--- config.mk ---
export PLATFORM = sky130hd
export DESIGN_NAME = mem_window_regs
export DESIGN_NICKNAME = d
export VERILOG_FILES = /design/src/mem_window_pkg.sv /design/src/mem_window_regs.sv
export SDC_FILE = /design/constraint.sdc
export NUM_CORES = 1
export LEC_CHECK = 0
export ABC_CLOCK_PERIOD_IN_PS = 2400
export CORE_UTILIZATION = 30
export CTS_CLUSTER_SIZE = 8
export DETAILED_ROUTE_END_ITERATION = 10
export DONT_BUFFER_PORTS = 1
export SLEW_MARGIN = 20
export SYNTH_ARGS = -nofsm -noshare
export SYNTH_HDL_FRONTEND = slang
export SYNTH_SLANG_ARGS = --single-unit
--- constraint.sdc ---
create_clock -name aclk -period 2.4 [get_ports aclk]
set_clock_uncertainty 0.15 [all_clocks]
set_input_delay 0.12 -clock aclk [delete_from_list [all_inputs] [get_ports aclk]]
set_output_delay 0.12 -clock aclk [all_outputs]
set_load 0.05 [all_outputs]
--- src/mem_window_pkg.sv ---
// Purpose: Shared constants and types for the host memory-window register slice
// Assumes: AXI4-Lite, 32-bit data, one register per aligned word (byte address = index * 4)
// Notes:   Indices are word indices, compared against address bits [11:2]
package mem_window_pkg;
   localparam int unsigned ADDR_W = 12;
   localparam int unsigned IDX_W  = 10;
   localparam int unsigned EVT_W  = 15;
   localparam int unsigned IRQ_W  = 3;

   // Register indices
   localparam logic [IDX_W-1:0] IDX_DATA_B0    = 10'h004;
   localparam logic [IDX_W-1:0] IDX_DATA_B1    = 10'h005;
   localparam logic [IDX_W-1:0] IDX_DATA_B2    = 10'h006;
   localparam logic [IDX_W-1:0] IDX_DATA_B3    = 10'h007;
   localparam logic [IDX_W-1:0] IDX_SRC_LOW    = 10'h008;
   localparam logic [IDX_W-1:0] IDX_SRC_HIGH   = 10'h009;
   localparam logic [IDX_W-1:0] IDX_MASK_LOW   = 10'h00A;
   localparam logic [IDX_W-1:0] IDX_MASK_HIGH  = 10'h00B;
   localparam logic [IDX_W-1:0] IDX_IRQ_STATUS = 10'h010;
   localparam logic [IDX_W-1:0] IDX_IRQ_CLEAR  = 10'h011;
   localparam logic [IDX_W-1:0] IDX_IRQ_ENABLE = 10'h012;
   localparam logic [IDX_W-1:0] IDX_ACCESS     = 10'h013;

   // Reset values
   localparam logic [31:0]      DATA_RESET  = 32'h0000_0000;
   localparam logic [EVT_W-1:0] EVT_RESET   = 15'h0000;
   localparam logic [IRQ_W-1:0] IRQ_RESET   = 3'h0;
   localparam logic [1:0]       ACC_RESET   = 2'h0;

   // Field positions of the interrupt status register
   localparam int unsigned IRQ_BIT_CLEARED = 0;
   localparam int unsigned IRQ_BIT_MAILBOX = 1;
   localparam int unsigned IRQ_BIT_ACCESS  = 2;

   // AXI responses
   localparam logic [1:0] RESP_OKAY   = 2'h0;
   localparam logic [1:0] RESP_SLVERR = 2'h2;

   // Access width selection for the data register
   typedef enum logic [1:0] {
      ACC_BYTE    = 2'h0,
      ACC_HALF    = 2'h1,
      ACC_WORD    = 2'h2,
      ACC_WORD_AI = 2'h3
   } access_type_t;

   // Request handed to the memory side on a window access
   typedef struct packed {
      logic         write;
      logic         read;
      logic         auto_inc;
      access_type_t width;
   } mem_req_t;
endpackage : mem_window_pkg

--- src/mem_window_regs.sv ---
// Purpose: Host register slice of an embedded memory window: data bytes and event sources
// Assumes: Controller-side inputs come from logic on aclk; host reaches registers over AXI4-Lite
// Notes:   Width-dependent accesses apply at the low data byte only
//
// What this block does
// The low byte of the 32-bit window data sits at offset 04h, host read/write.
// Data bits 15:8 sit at offset 05h and bits 23:16 at offset 06h, both read/write.
// The high byte of the window data sits at offset 07h, host read/write.
// Seven firmware event bits live in bits 7:1 of the low source register at 08h.
// Eight more firmware event bits live in bits 7:0 of the high source register at 09h.
// Controller firmware may set any event bit; its meaning is up to firmware.
// A host write of one clears an event bit, a zero leaves it alone.
// A host clear is ignored where the controller's clear-enable bit is zero.
// Bit 0 of the low source register is set whenever the controller writes its mailbox.
// The mailbox flag has no mask bit; only event bits have mask positions.
// The host event line rises for an event bit only when its mask bit is one.
// The data access width follows the access type: byte, halfword, word, word with increment.
// System reset clears the data bytes, the event bits and the mailbox flag.
//
// Chosen here: register access over AXI4-Lite.
`timescale 1ns/10ps
module mem_window_regs (
   // Clock and reset
   input  wire logic                                     aclk,
   input  wire logic                                     aresetn,
   // AXI4-Lite write address and data
   input  wire logic [mem_window_pkg::ADDR_W-1:0]        s_axi_awaddr,
   input  wire logic                                     s_axi_awvalid,
   output logic                                          s_axi_awready,
   input  wire logic [31:0]                              s_axi_wdata,
   input  wire logic [3:0]                               s_axi_wstrb,
   input  wire logic                                     s_axi_wvalid,
   output logic                                          s_axi_wready,
   // AXI4-Lite write response
   output logic [1:0]                                    s_axi_bresp,
   output logic                                          s_axi_bvalid,
   input  wire logic                                     s_axi_bready,
   // AXI4-Lite read
   input  wire logic [mem_window_pkg::ADDR_W-1:0]        s_axi_araddr,
   input  wire logic                                     s_axi_arvalid,
   output logic                                          s_axi_arready,
   output logic [31:0]                                   s_axi_rdata,
   output logic [1:0]                                    s_axi_rresp,
   output logic                                          s_axi_rvalid,
   input  wire logic                                     s_axi_rready,
   // Controller side
   input  wire logic [mem_window_pkg::EVT_W-1:0]         soft_event_set,
   input  wire logic [mem_window_pkg::EVT_W-1:0]         clear_enable,
   input  wire logic                                     mailbox_write,
   input  wire logic                                     mailbox_read,
   // Memory side
   output mem_window_pkg::mem_req_t                      mem_req,
   output logic [31:0]                                   window_data,
   // Interrupts
   output logic                                          host_event_irq,
   output logic                                          irq
);
   // Registers
   logic [7:0]                          window_data_lsb;
   logic [7:0]                          window_data_b1;
   logic [7:0]                          window_data_b2;
   logic [7:0]                          window_data_msb;
   logic [mem_window_pkg::EVT_W-1:0]    soft_event_reg;
   logic [mem_window_pkg::EVT_W-1:0]    soft_event_mask_reg;
   logic                                mailbox_written_flag;
   mem_window_pkg::access_type_t        access_type_reg;
   logic [mem_window_pkg::IRQ_W-1:0]    irq_status_reg;
   logic [mem_window_pkg::IRQ_W-1:0]    irq_enable_reg;
   // AXI holding state
   logic                                aw_held_reg;
   logic                                w_held_reg;
   logic [mem_window_pkg::IDX_W-1:0]    aw_idx_reg;
   logic [31:0]                         wdata_reg;
   logic [3:0]                          wstrb_reg;
   // Decoded write and read
   logic                                wr_fire;
   logic [mem_window_pkg::IDX_W-1:0]    rd_idx;
   logic                                rd_fire;
   logic [mem_window_pkg::EVT_W-1:0]    host_clear;
   logic [mem_window_pkg::EVT_W-1:0]    clear_taken;
   logic [mem_window_pkg::IRQ_W-1:0]    irq_event;
   logic [31:0]                         rd_value;
   logic                                rd_hit;

   // True when the index names a register of this block
   function automatic logic idx_mapped(input logic [mem_window_pkg::IDX_W-1:0] idx);
      idx_mapped = (idx >= mem_window_pkg::IDX_DATA_B0 && idx <= mem_window_pkg::IDX_MASK_HIGH)
                || (idx >= mem_window_pkg::IDX_IRQ_STATUS && idx <= mem_window_pkg::IDX_ACCESS);
   endfunction : idx_mapped

   // Write fires once both address and data are held, response channel free
   assign wr_fire = aw_held_reg && w_held_reg && !s_axi_bvalid;
   assign rd_fire = s_axi_arvalid && s_axi_arready;
   assign rd_idx  = s_axi_araddr[mem_window_pkg::ADDR_W-1:2];

   // Address and data channels accepted in either order
   always_ff @(posedge aclk) begin
      if (!aresetn) begin
         aw_held_reg   <= 1'b0;
         w_held_reg    <= 1'b0;
         aw_idx_reg    <= '0;
         wdata_reg     <= 32'h0000_0000;
         wstrb_reg     <= 4'h0;
         s_axi_awready <= 1'b0;
         s_axi_wready  <= 1'b0;
      end else begin
         s_axi_awready <= !aw_held_reg && !s_axi_awready && s_axi_awvalid;
         s_axi_wready  <= !w_held_reg && !s_axi_wready && s_axi_wvalid;
         if (s_axi_awvalid && s_axi_awready) begin
            aw_held_reg <= 1'b1;
            aw_idx_reg  <= s_axi_awaddr[mem_window_pkg::ADDR_W-1:2];
         end else if (wr_fire) begin
            aw_held_reg <= 1'b0;
         end
         if (s_axi_wvalid && s_axi_wready) begin
            w_held_reg <= 1'b1;
            wdata_reg  <= s_axi_wdata;
            wstrb_reg  <= s_axi_wstrb;
         end else if (wr_fire) begin
            w_held_reg <= 1'b0;
         end
      end
   end

   // Write response; unmapped indices answer SLVERR
   always_ff @(posedge aclk) begin
      if (!aresetn) begin
         s_axi_bvalid <= 1'b0;
         s_axi_bresp  <= mem_window_pkg::RESP_OKAY;
      end else if (wr_fire) begin
         s_axi_bvalid <= 1'b1;
         s_axi_bresp  <= idx_mapped(aw_idx_reg) ? mem_window_pkg::RESP_OKAY : mem_window_pkg::RESP_SLVERR;
      end else if (s_axi_bready) begin
         s_axi_bvalid <= 1'b0;
      end
   end

   // Window data bytes; a low-byte write takes the width of the access type
   always_ff @(posedge aclk) begin
      if (!aresetn) begin
         window_data_lsb <= mem_window_pkg::DATA_RESET[7:0];
         window_data_b1  <= mem_window_pkg::DATA_RESET[15:8];
         window_data_b2  <= mem_window_pkg::DATA_RESET[23:16];
         window_data_msb <= mem_window_pkg::DATA_RESET[31:24];
      end else if (wr_fire) begin
         if (aw_idx_reg == mem_window_pkg::IDX_DATA_B0) begin
            if (wstrb_reg[0])
               window_data_lsb <= wdata_reg[7:0];
            if (access_type_reg != mem_window_pkg::ACC_BYTE && wstrb_reg[1])
               window_data_b1 <= wdata_reg[15:8];
            if (access_type_reg[1] && wstrb_reg[2])
               window_data_b2 <= wdata_reg[23:16];
            if (access_type_reg[1] && wstrb_reg[3])
               window_data_msb <= wdata_reg[31:24];
         end
         if (aw_idx_reg == mem_window_pkg::IDX_DATA_B1 && wstrb_reg[0])
            window_data_b1 <= wdata_reg[7:0];
         if (aw_idx_reg == mem_window_pkg::IDX_DATA_B2 && wstrb_reg[0])
            window_data_b2 <= wdata_reg[7:0];
         if (aw_idx_reg == mem_window_pkg::IDX_DATA_B3 && wstrb_reg[0])
            window_data_msb <= wdata_reg[7:0];
      end
   end

   // Host write-one clears, gated by the controller's clear enables
   always_comb begin
      host_clear = '0;
      if (wr_fire && aw_idx_reg == mem_window_pkg::IDX_SRC_LOW && wstrb_reg[0])
         host_clear[6:0] = wdata_reg[7:1];
      if (wr_fire && aw_idx_reg == mem_window_pkg::IDX_SRC_HIGH && wstrb_reg[0])
         host_clear[14:7] = wdata_reg[7:0];
      clear_taken = host_clear & clear_enable & soft_event_reg;
   end

   // Event bits: a firmware set wins over a host clear in the same cycle
   always_ff @(posedge aclk) begin
      if (!aresetn)
         soft_event_reg <= mem_window_pkg::EVT_RESET;
      else
         soft_event_reg <= (soft_event_reg & ~clear_taken) | soft_event_set;
   end

   // Mailbox flag: set by a controller mailbox write, cleared when the host drains the mailbox
   always_ff @(posedge aclk) begin
      if (!aresetn)
         mailbox_written_flag <= 1'b0;
      else if (mailbox_write)
         mailbox_written_flag <= 1'b1;
      else if (mailbox_read)
         mailbox_written_flag <= 1'b0;
   end

   // Mask and access-type registers
   always_ff @(posedge aclk) begin
      if (!aresetn) begin
         soft_event_mask_reg <= mem_window_pkg::EVT_RESET;
         access_type_reg     <= mem_window_pkg::access_type_t'(mem_window_pkg::ACC_RESET);
      end else if (wr_fire && wstrb_reg[0]) begin
         if (aw_idx_reg == mem_window_pkg::IDX_MASK_LOW)
            soft_event_mask_reg[6:0] <= wdata_reg[7:1];  // Bit 0 has no mask:
         if (aw_idx_reg == mem_window_pkg::IDX_MASK_HIGH)
            soft_event_mask_reg[14:7] <= wdata_reg[7:0];
         if (aw_idx_reg == mem_window_pkg::IDX_ACCESS)
            access_type_reg <= mem_window_pkg::access_type_t'(wdata_reg[1:0]);
      end
   end

   // Host event line; the mailbox flag raises it without any mask
   always_ff @(posedge aclk) begin
      if (!aresetn)
         host_event_irq <= 1'b0;
      else
         host_event_irq <= |(soft_event_reg & soft_event_mask_reg) | mailbox_written_flag;
   end

   // Memory request pulse on a low-byte data access
   always_ff @(posedge aclk) begin
      if (!aresetn) begin
         mem_req     <= '0;
         window_data <= mem_window_pkg::DATA_RESET;
      end else begin
         mem_req.write    <= wr_fire && aw_idx_reg == mem_window_pkg::IDX_DATA_B0;
         mem_req.read     <= rd_fire && rd_idx == mem_window_pkg::IDX_DATA_B0;
         mem_req.auto_inc <= access_type_reg == mem_window_pkg::ACC_WORD_AI;
         mem_req.width    <= access_type_reg;
         window_data      <= {window_data_msb, window_data_b2, window_data_b1, window_data_lsb};
      end
   end

   // Block interrupt events
   assign irq_event = {mem_req.write | mem_req.read, mailbox_write, |clear_taken};

   // Sticky status, write-one clear; a new event wins over its clear
   always_ff @(posedge aclk) begin
      if (!aresetn) begin
         irq_status_reg <= mem_window_pkg::IRQ_RESET;
         irq_enable_reg <= mem_window_pkg::IRQ_RESET;
         irq            <= 1'b0;
      end else begin
         if (wr_fire && aw_idx_reg == mem_window_pkg::IDX_IRQ_CLEAR && wstrb_reg[0])
            irq_status_reg <= (irq_status_reg & ~wdata_reg[mem_window_pkg::IRQ_W-1:0]) | irq_event;
         else
            irq_status_reg <= irq_status_reg | irq_event;
         if (wr_fire && aw_idx_reg == mem_window_pkg::IDX_IRQ_ENABLE && wstrb_reg[0])
            irq_enable_reg <= wdata_reg[mem_window_pkg::IRQ_W-1:0];
         irq <= |(irq_status_reg & irq_enable_reg);
      end
   end

   // Read mux; the low data byte returns as many bytes as the access width
   always_comb begin
      rd_value = 32'h0000_0000;
      rd_hit   = idx_mapped(rd_idx);
      unique case (rd_idx)
         mem_window_pkg::IDX_DATA_B0: begin
            unique case (access_type_reg)
               mem_window_pkg::ACC_BYTE: rd_value = {24'h00_0000, window_data_lsb};
               mem_window_pkg::ACC_HALF: rd_value = {16'h0000, window_data_b1, window_data_lsb};
               mem_window_pkg::ACC_WORD,
               mem_window_pkg::ACC_WORD_AI: rd_value = {window_data_msb, window_data_b2,
                                                        window_data_b1, window_data_lsb};
            endcase
         end
         mem_window_pkg::IDX_DATA_B1:    rd_value = {24'h00_0000, window_data_b1};
         mem_window_pkg::IDX_DATA_B2:    rd_value = {24'h00_0000, window_data_b2};
         mem_window_pkg::IDX_DATA_B3:    rd_value = {24'h00_0000, window_data_msb};
         mem_window_pkg::IDX_SRC_LOW:    rd_value = {24'h00_0000, soft_event_reg[6:0], mailbox_written_flag};
         mem_window_pkg::IDX_SRC_HIGH:   rd_value = {24'h00_0000, soft_event_reg[14:7]};
         mem_window_pkg::IDX_MASK_LOW:   rd_value = {24'h00_0000, soft_event_mask_reg[6:0], 1'b0};
         mem_window_pkg::IDX_MASK_HIGH:  rd_value = {24'h00_0000, soft_event_mask_reg[14:7]};
         mem_window_pkg::IDX_IRQ_STATUS: rd_value = {29'h0000_0000, irq_status_reg};
         mem_window_pkg::IDX_IRQ_ENABLE: rd_value = {29'h0000_0000, irq_enable_reg};
         mem_window_pkg::IDX_ACCESS:     rd_value = {30'h0000_0000, access_type_reg};
         default:                        rd_value = 32'h0000_0000;
      endcase
   end

   // Read channel: one outstanding read, answered the cycle after acceptance
   always_ff @(posedge aclk) begin
      if (!aresetn) begin
         s_axi_arready <= 1'b0;
         s_axi_rvalid  <= 1'b0;
         s_axi_rdata   <= 32'h0000_0000;
         s_axi_rresp   <= mem_window_pkg::RESP_OKAY;
      end else begin
         s_axi_arready <= !s_axi_arready && !s_axi_rvalid && s_axi_arvalid;
         if (rd_fire) begin
            s_axi_rvalid <= 1'b1;
            s_axi_rdata  <= rd_value;
            s_axi_rresp  <= rd_hit ? mem_window_pkg::RESP_OKAY : mem_window_pkg::RESP_SLVERR;
         end else if (s_axi_rready) begin
            s_axi_rvalid <= 1'b0;
         end
      end
   end
endmodule : mem_window_regs
Word level (Yosys, flattened, before mapping) --
Index checks and enable logic that the tools add are counted.
Operators by class: bitwise gates (word level) 13, order comparisons 8, multiplexer cells 25, reduce and logical (&&, ||, !) cells 65, equality and inequality tests 25
Operator list (count):
- one-hot mux 32 bit (11 select lines) | 1
- one-hot mux 32 bit (3 select lines) | 1
- == test 10 x 3 -> 1 bit, second input constant | 8
- == test 10 x 4 -> 1 bit, second input constant | 8
- two-way mux 8 bit | 10
- bitwise AND 15 bit | 4
- == test 10 x 5 -> 1 bit, second input constant | 6
- logical AND 1 bit | 32
- OR reduction 15 bit | 2
- nonzero test 2 bit | 12
- >= comparator 10 x 3 -> 1 bit, second input constant | 2
- >= comparator 10 x 5 -> 1 bit, second input constant | 2
- <= comparator 10 x 4 -> 1 bit, second input constant | 2
- <= comparator 10 x 5 -> 1 bit, second input constant | 2
- inverter 15 bit | 1
- bitwise OR 15 bit | 1
- AND reduction 3 bit | 4
- two-way mux 1 bit | 9
- zero test 1 bit | 7
- two-way mux 7 bit | 1
- bitwise AND 3 bit | 2
- bitwise OR 3 bit | 2
- AND reduction 2 bit | 3
- == test 2 bit, second input constant | 2
- other kinds (9) | 12
Word-level totals: bits in registers 199, word-level logic and storage cells 167, output and inout port bits 80

Logic depth before layout (Yosys ltp) --
depth after elaboration 10, depth in mapped cells 7

Least setup slack after synthesis --
Ideal clock, no wire load.
kind register -> register, start point reg s_axi_bvalid, end point reg soft_event_reg[2] in the netlist's numbering, required time 2.135 ns, slack 0.180 ns, buffers on the path 1, period minus slack after synthesis 2.220 ns, library setup time 0.115 ns, stages on the path, launching flop included 7, data arrival time 1.955 ns, path through dfxtp_1 -> and3b_1 -> nand3_2 -> or4_1 -> buf_2 -> o21a_1 -> o21a_1
Between the ends: cells in the longest elaborated chain, start to end 10
RTL lines:
- start: declaration | RTL line mem_window_regs.sv:36 | output logic s_axi_bvalid,
- start signal: assignment | RTL line mem_window_regs.sv:128 | s_axi_bvalid <= 1'b0;
- start signal: assignment | RTL line mem_window_regs.sv:131 | s_axi_bvalid <= 1'b1;
- start signal: assignment | RTL line mem_window_regs.sv:134 | s_axi_bvalid <= 1'b0;
- zero test 1 bit | RTL line mem_window_regs.sv:92 | assign wr_fire = aw_held_reg && w_held_reg && !s_axi_bvalid;
- logical AND 1 bit | RTL line mem_window_regs.sv:92
- logical AND 1 bit (2 in series) | RTL line mem_window_regs.sv:168 | if (wr_fire && aw_idx_reg == mem_window_pkg::IDX_SRC_LOW && wstrb_reg[0])
- two-way mux 7 bit | RTL line mem_window_regs.sv:168
- bitwise AND 15 bit (2 in series) | RTL line mem_window_regs.sv:172 | clear_taken = host_clear & clear_enable & soft_event_reg;
- inverter 15 bit | RTL line mem_window_regs.sv:180 | soft_event_reg <= (soft_event_reg & ~clear_taken) | soft_event_set;
- bitwise AND 15 bit | RTL line mem_window_regs.sv:180
- bitwise OR 15 bit | RTL line mem_window_regs.sv:180
- end signal: assignment | RTL line mem_window_regs.sv:178 | soft_event_reg <= mem_window_pkg::EVT_RESET;
- end signal: assignment | RTL line mem_window_regs.sv:180
- end: declaration | RTL line mem_window_regs.sv:63 | logic [mem_window_pkg::EVT_W-1:0] soft_event_reg;
Every way passes these cells. A chain may end at the register's enable or synchronous reset.

Worst setup path in the final report --
start point in s_axi_araddr[8] in the netlist's numbering, end point reg s_axi_rdata[11]
Between the ends: cells in the longest elaborated chain, start to end 2
RTL lines:
- start: declaration | RTL line mem_window_regs.sv:39 | input wire logic [mem_window_pkg::ADDR_W-1:0] s_axi_araddr,
- == test 10 x 5 -> 1 bit, or another cell as far along | RTL line mem_window_regs.sv:254 | unique case (rd_idx)
- one-hot mux 32 bit (11 select lines) (*) | RTL line mem_window_regs.sv:254
- end signal: assignment | RTL line mem_window_regs.sv:289 | s_axi_rdata <= rd_value;
- end: declaration | RTL line mem_window_regs.sv:42 | output logic [31:0] s_axi_rdata,
Every way passes the cells marked *; elsewhere a longest branch is shown, timed or not.

==> out/metrics.yaml <==
comb_power_share_pct: 6.8
violations: "design-rule violations, negative hold slack"
worst_hold_slack_ns: -0.0221
avgViaCountPerCell: 5.14
synth_compound_area_share_pct: 19.9
grt_overflow: 0
power_density_nw_per_um2: 662
die-area_um2: 27600
final_cell_mix: "dfxtp_1 (197), nand2_1 (180), dlygate4sd3_1 (126)"
htree_num_levels: 4
pre_cts_slack_ns: 0.177
power_frac_clock_pct: 43.8
synth-edff-count: 0
cpMaxStageDelayCell: "dlygate4sd3_1"
synth_mux_area_share_pct: 6.12
start_util_pct: 30.8
clock_sink_count: 197
power_switching_w: 0.00167
cp_slowest_stage_delay_ns: 0.60
clock_latency_ns: 0.43
grt_antenna_before_repair: 1
crit_family: "buffers and inverters"
synthTopCellsByArea: "dfxtp_1 (49%), nand2_1 (8.4%), a21boi_0 (4.8%)"
grt_max_degree: 158
syn_area_um2: 8080
synthAdderAreaFrac_pct: 0
ys_seq_area_share_pct: 48.8
ff2ff_path_depth: 5
crit_chain: "dlygate4sd3_1 -> nor4_4 -> nand3_1 -> nor3_1 -> buf_4 -> a22oi_1 -> nor2b_1 -> dlygate4sd3_1"
final_layout_size_suffix_gt1_share_pct: 7.93
antenna_cells: 0
worstPathRequired_ns: 2.63
worst-path-buf-inv: 3
cts_buffer_depth: 2
p_seq_share_pct: 49.5
syn_inst: 886
slew_violations: 0
worstSetupPathType: "in -> reg"
rsz0062_at_grt: "false"
wl_per_cell_um: 19.6
worst_setup_path_start_kind: "input port"
place_congestion: 0.898
cts-root-buf: "clkbuf_16"
critPathMaxFanout: 8
grt_pass1_vias: 6955
syn_avg_cell_area_um2: 9.12
critPathCaptureType: "flip-flop"
yosysUniqueCellTypes: 58
area_delta_synth_final_pct: 28.2
finalSetupViolations: 0
cts_tree: "yes"
fp.coreArea_um2: 26200
finalCriticalPeriod_ns: 2.27
max_freq_ghz: 0.440
period_share_pct: 94.6
hpwl_um: 17600
synth-xor-area-share_pct: 0.325
ys_warn_count: 0
maxCapViolations: 0
drt-initial-drc-count: 566
yosysTopAreaCell: "dfxtp_1"
p_int_w: 0.00519
io_buffers: 0
hold_class: "in -> reg"
die_y_um: 166
cp_num_cells: 8
status: "complete, but fails checks"
async_flop_share_pct: 0
grt_pass1_wl_um: 40700
hold_viol: 7
finalWirelength_um: 26300
setup_slack_ns: 0.130
yosys.area_share.simple_pct: 21.5
clk_pin_slew_ns: 0.07
critPathArrivalTime_ns: 2.50
final_common_cell: "dfxtp_1"
min_path_cells: 2
p_leak_nw: 3.62
power_w: 0.00686
fill_cells: 2578
ant_nets: 0
drc_errors: 15
fp.dieW_um: 166
relSlewSlack_pct: 34.4
synth_top_family_by_area: "simple AND/OR/NAND/NOR gates"
rows: 59
numCtsBuffers: 17
synth_top_flop_cell: "dfxtp_1"
cpMostUsedCell: "dlygate4sd3_1"
p_sw_share_pct: 24.3
io_pins: 179
dr.pass1.iters: 8
fin_nets: 1095
worst_slew_pin_slew_ns: 0.983
ys_ff_latch: 197
vias: 6914
vdd_drop_max_v: 0.000349
setup_tns_ns: 0
grt_usage_pct: 19.2
yosys.area.top_type_share_pct: 48.8
## synth_stat cells, drive strengths merged, types with 2 or more instances
master	number
a32oi	2
nand3b	4
or3	3
a22oi	22
and3	7
a21oi	10
nand4	4
or2	2
a221oi	5
a41oi	2
clkbuf	49
buf	12
inv	2
o21a	33
nor2	15
a21boi	52
mux4	3
xor2	2
nand3	15
nor3	16
a22o	19
mux2i	37
nor2b	44
nor4	6
o21ai	40
nand2b	9
and2	39
nand2	180
dfxtp	197
a31oi	30
mux2	5
o31a	2
## routing by layer
| metal | vias to the layer above | routed length [um] | global-route usage [%] |
|---|---|---|---|
| met1 | 3287 | 11700 | 24.4 |
| li1 | 3321 | - | - |
| met5 | - | 0 | 0 |
| met3 | 48 | 1860 | 5.51 |
| met2 | 258 | 12000 | 30.8 |
| met4 | 0 | 758 | 7.60 |
## per-stage QoR
stage	cells	utilization, %	cell area [um2]
final	1344	39.5	10400
after global routing	1344	39.5	10400
after CTS	1344	39.4	10300
after detailed placement	1185	32.2	8430
after global placement	1185	32.2	8430
after floorplan	887	-	8080
## power groups by stage
stage	clock network [W]	logic, W	registers, W
after floorplan	0	0.000240	0.00345
after global placement	0	0.000250	0.00347
after detailed placement	0	0.000254	0.00347
after CTS	0.00305	0.000455	0.00339
after global routing	0.00318	0.000501	0.00340
final	0.00300	0.000463	0.00339
## cells by family (layout without fill, tap and decap cells)
| logic type | count (synthesis) | count (layout) |
|---|---|---|
| AND/OR/NAND/NOR | 349 | 349 |
| AO/OA/AOI/OAI | 228 | 228 |
| flip-flops | 197 | 197 |
| buffers and inverters | 63 | 185 |
| multiplexers | 45 | 45 |
| XOR/XNOR | 3 | 3 |
| other | 1 | 2 |
## path summary, 6_finish.rpt
path,from,end,slack [ns]
worst min register to register,wdata_reg[12]$_SDFFE_PN0P_,wdata_reg[12]$_SDFFE_PN0P_,0.32
worst max register to register,aw_idx_reg[4]$_SDFFE_PN0P_,soft_event_reg[5]$_SDFF_PN0_,0.16
worst min-delay path,aresetn,wdata_reg[23]$_SDFFE_PN0P_,-0.02
worst max-delay path,s_axi_araddr[8],s_axi_rdata[11]$_SDFFE_PN0P_,0.13
## worst register-to-register path, cell delays in order, from the launching register on
cell and delay (ns):
dfxtp_1 0.38, nor4_4 0.40, nand3b_2 0.13, or4_1 0.62, o21a_1 0.28, o21a_1 0.17
## layout make-up
| type | count | area, um2 | share of cell area, % |
|---|---|---|---|
| sequential | 197 | 3940 | 38.1 |
| inverter | 2 | 7.51 | 0.0725 |
| clock inverter | 13 | 161 | 1.56 |
| clock buffer | 19 | 453 | 4.37 |
| timing repair buffer | 151 | 1470 | 14.2 |
| multi-input combinational | 627 | 3900 | 37.7 |
| tap | 335 | 419 | 4.05 |
## repair_timing
item | CTS | global route
endpoints found under the hold margin | 181 | 0
hold buffers | 127 | 0
setup endpoints to repair | 0 | 5
resized for setup | 0 | 4
buffers inserted | 0 | 0
No activity file was read; power rests on OpenSTA's default activity.
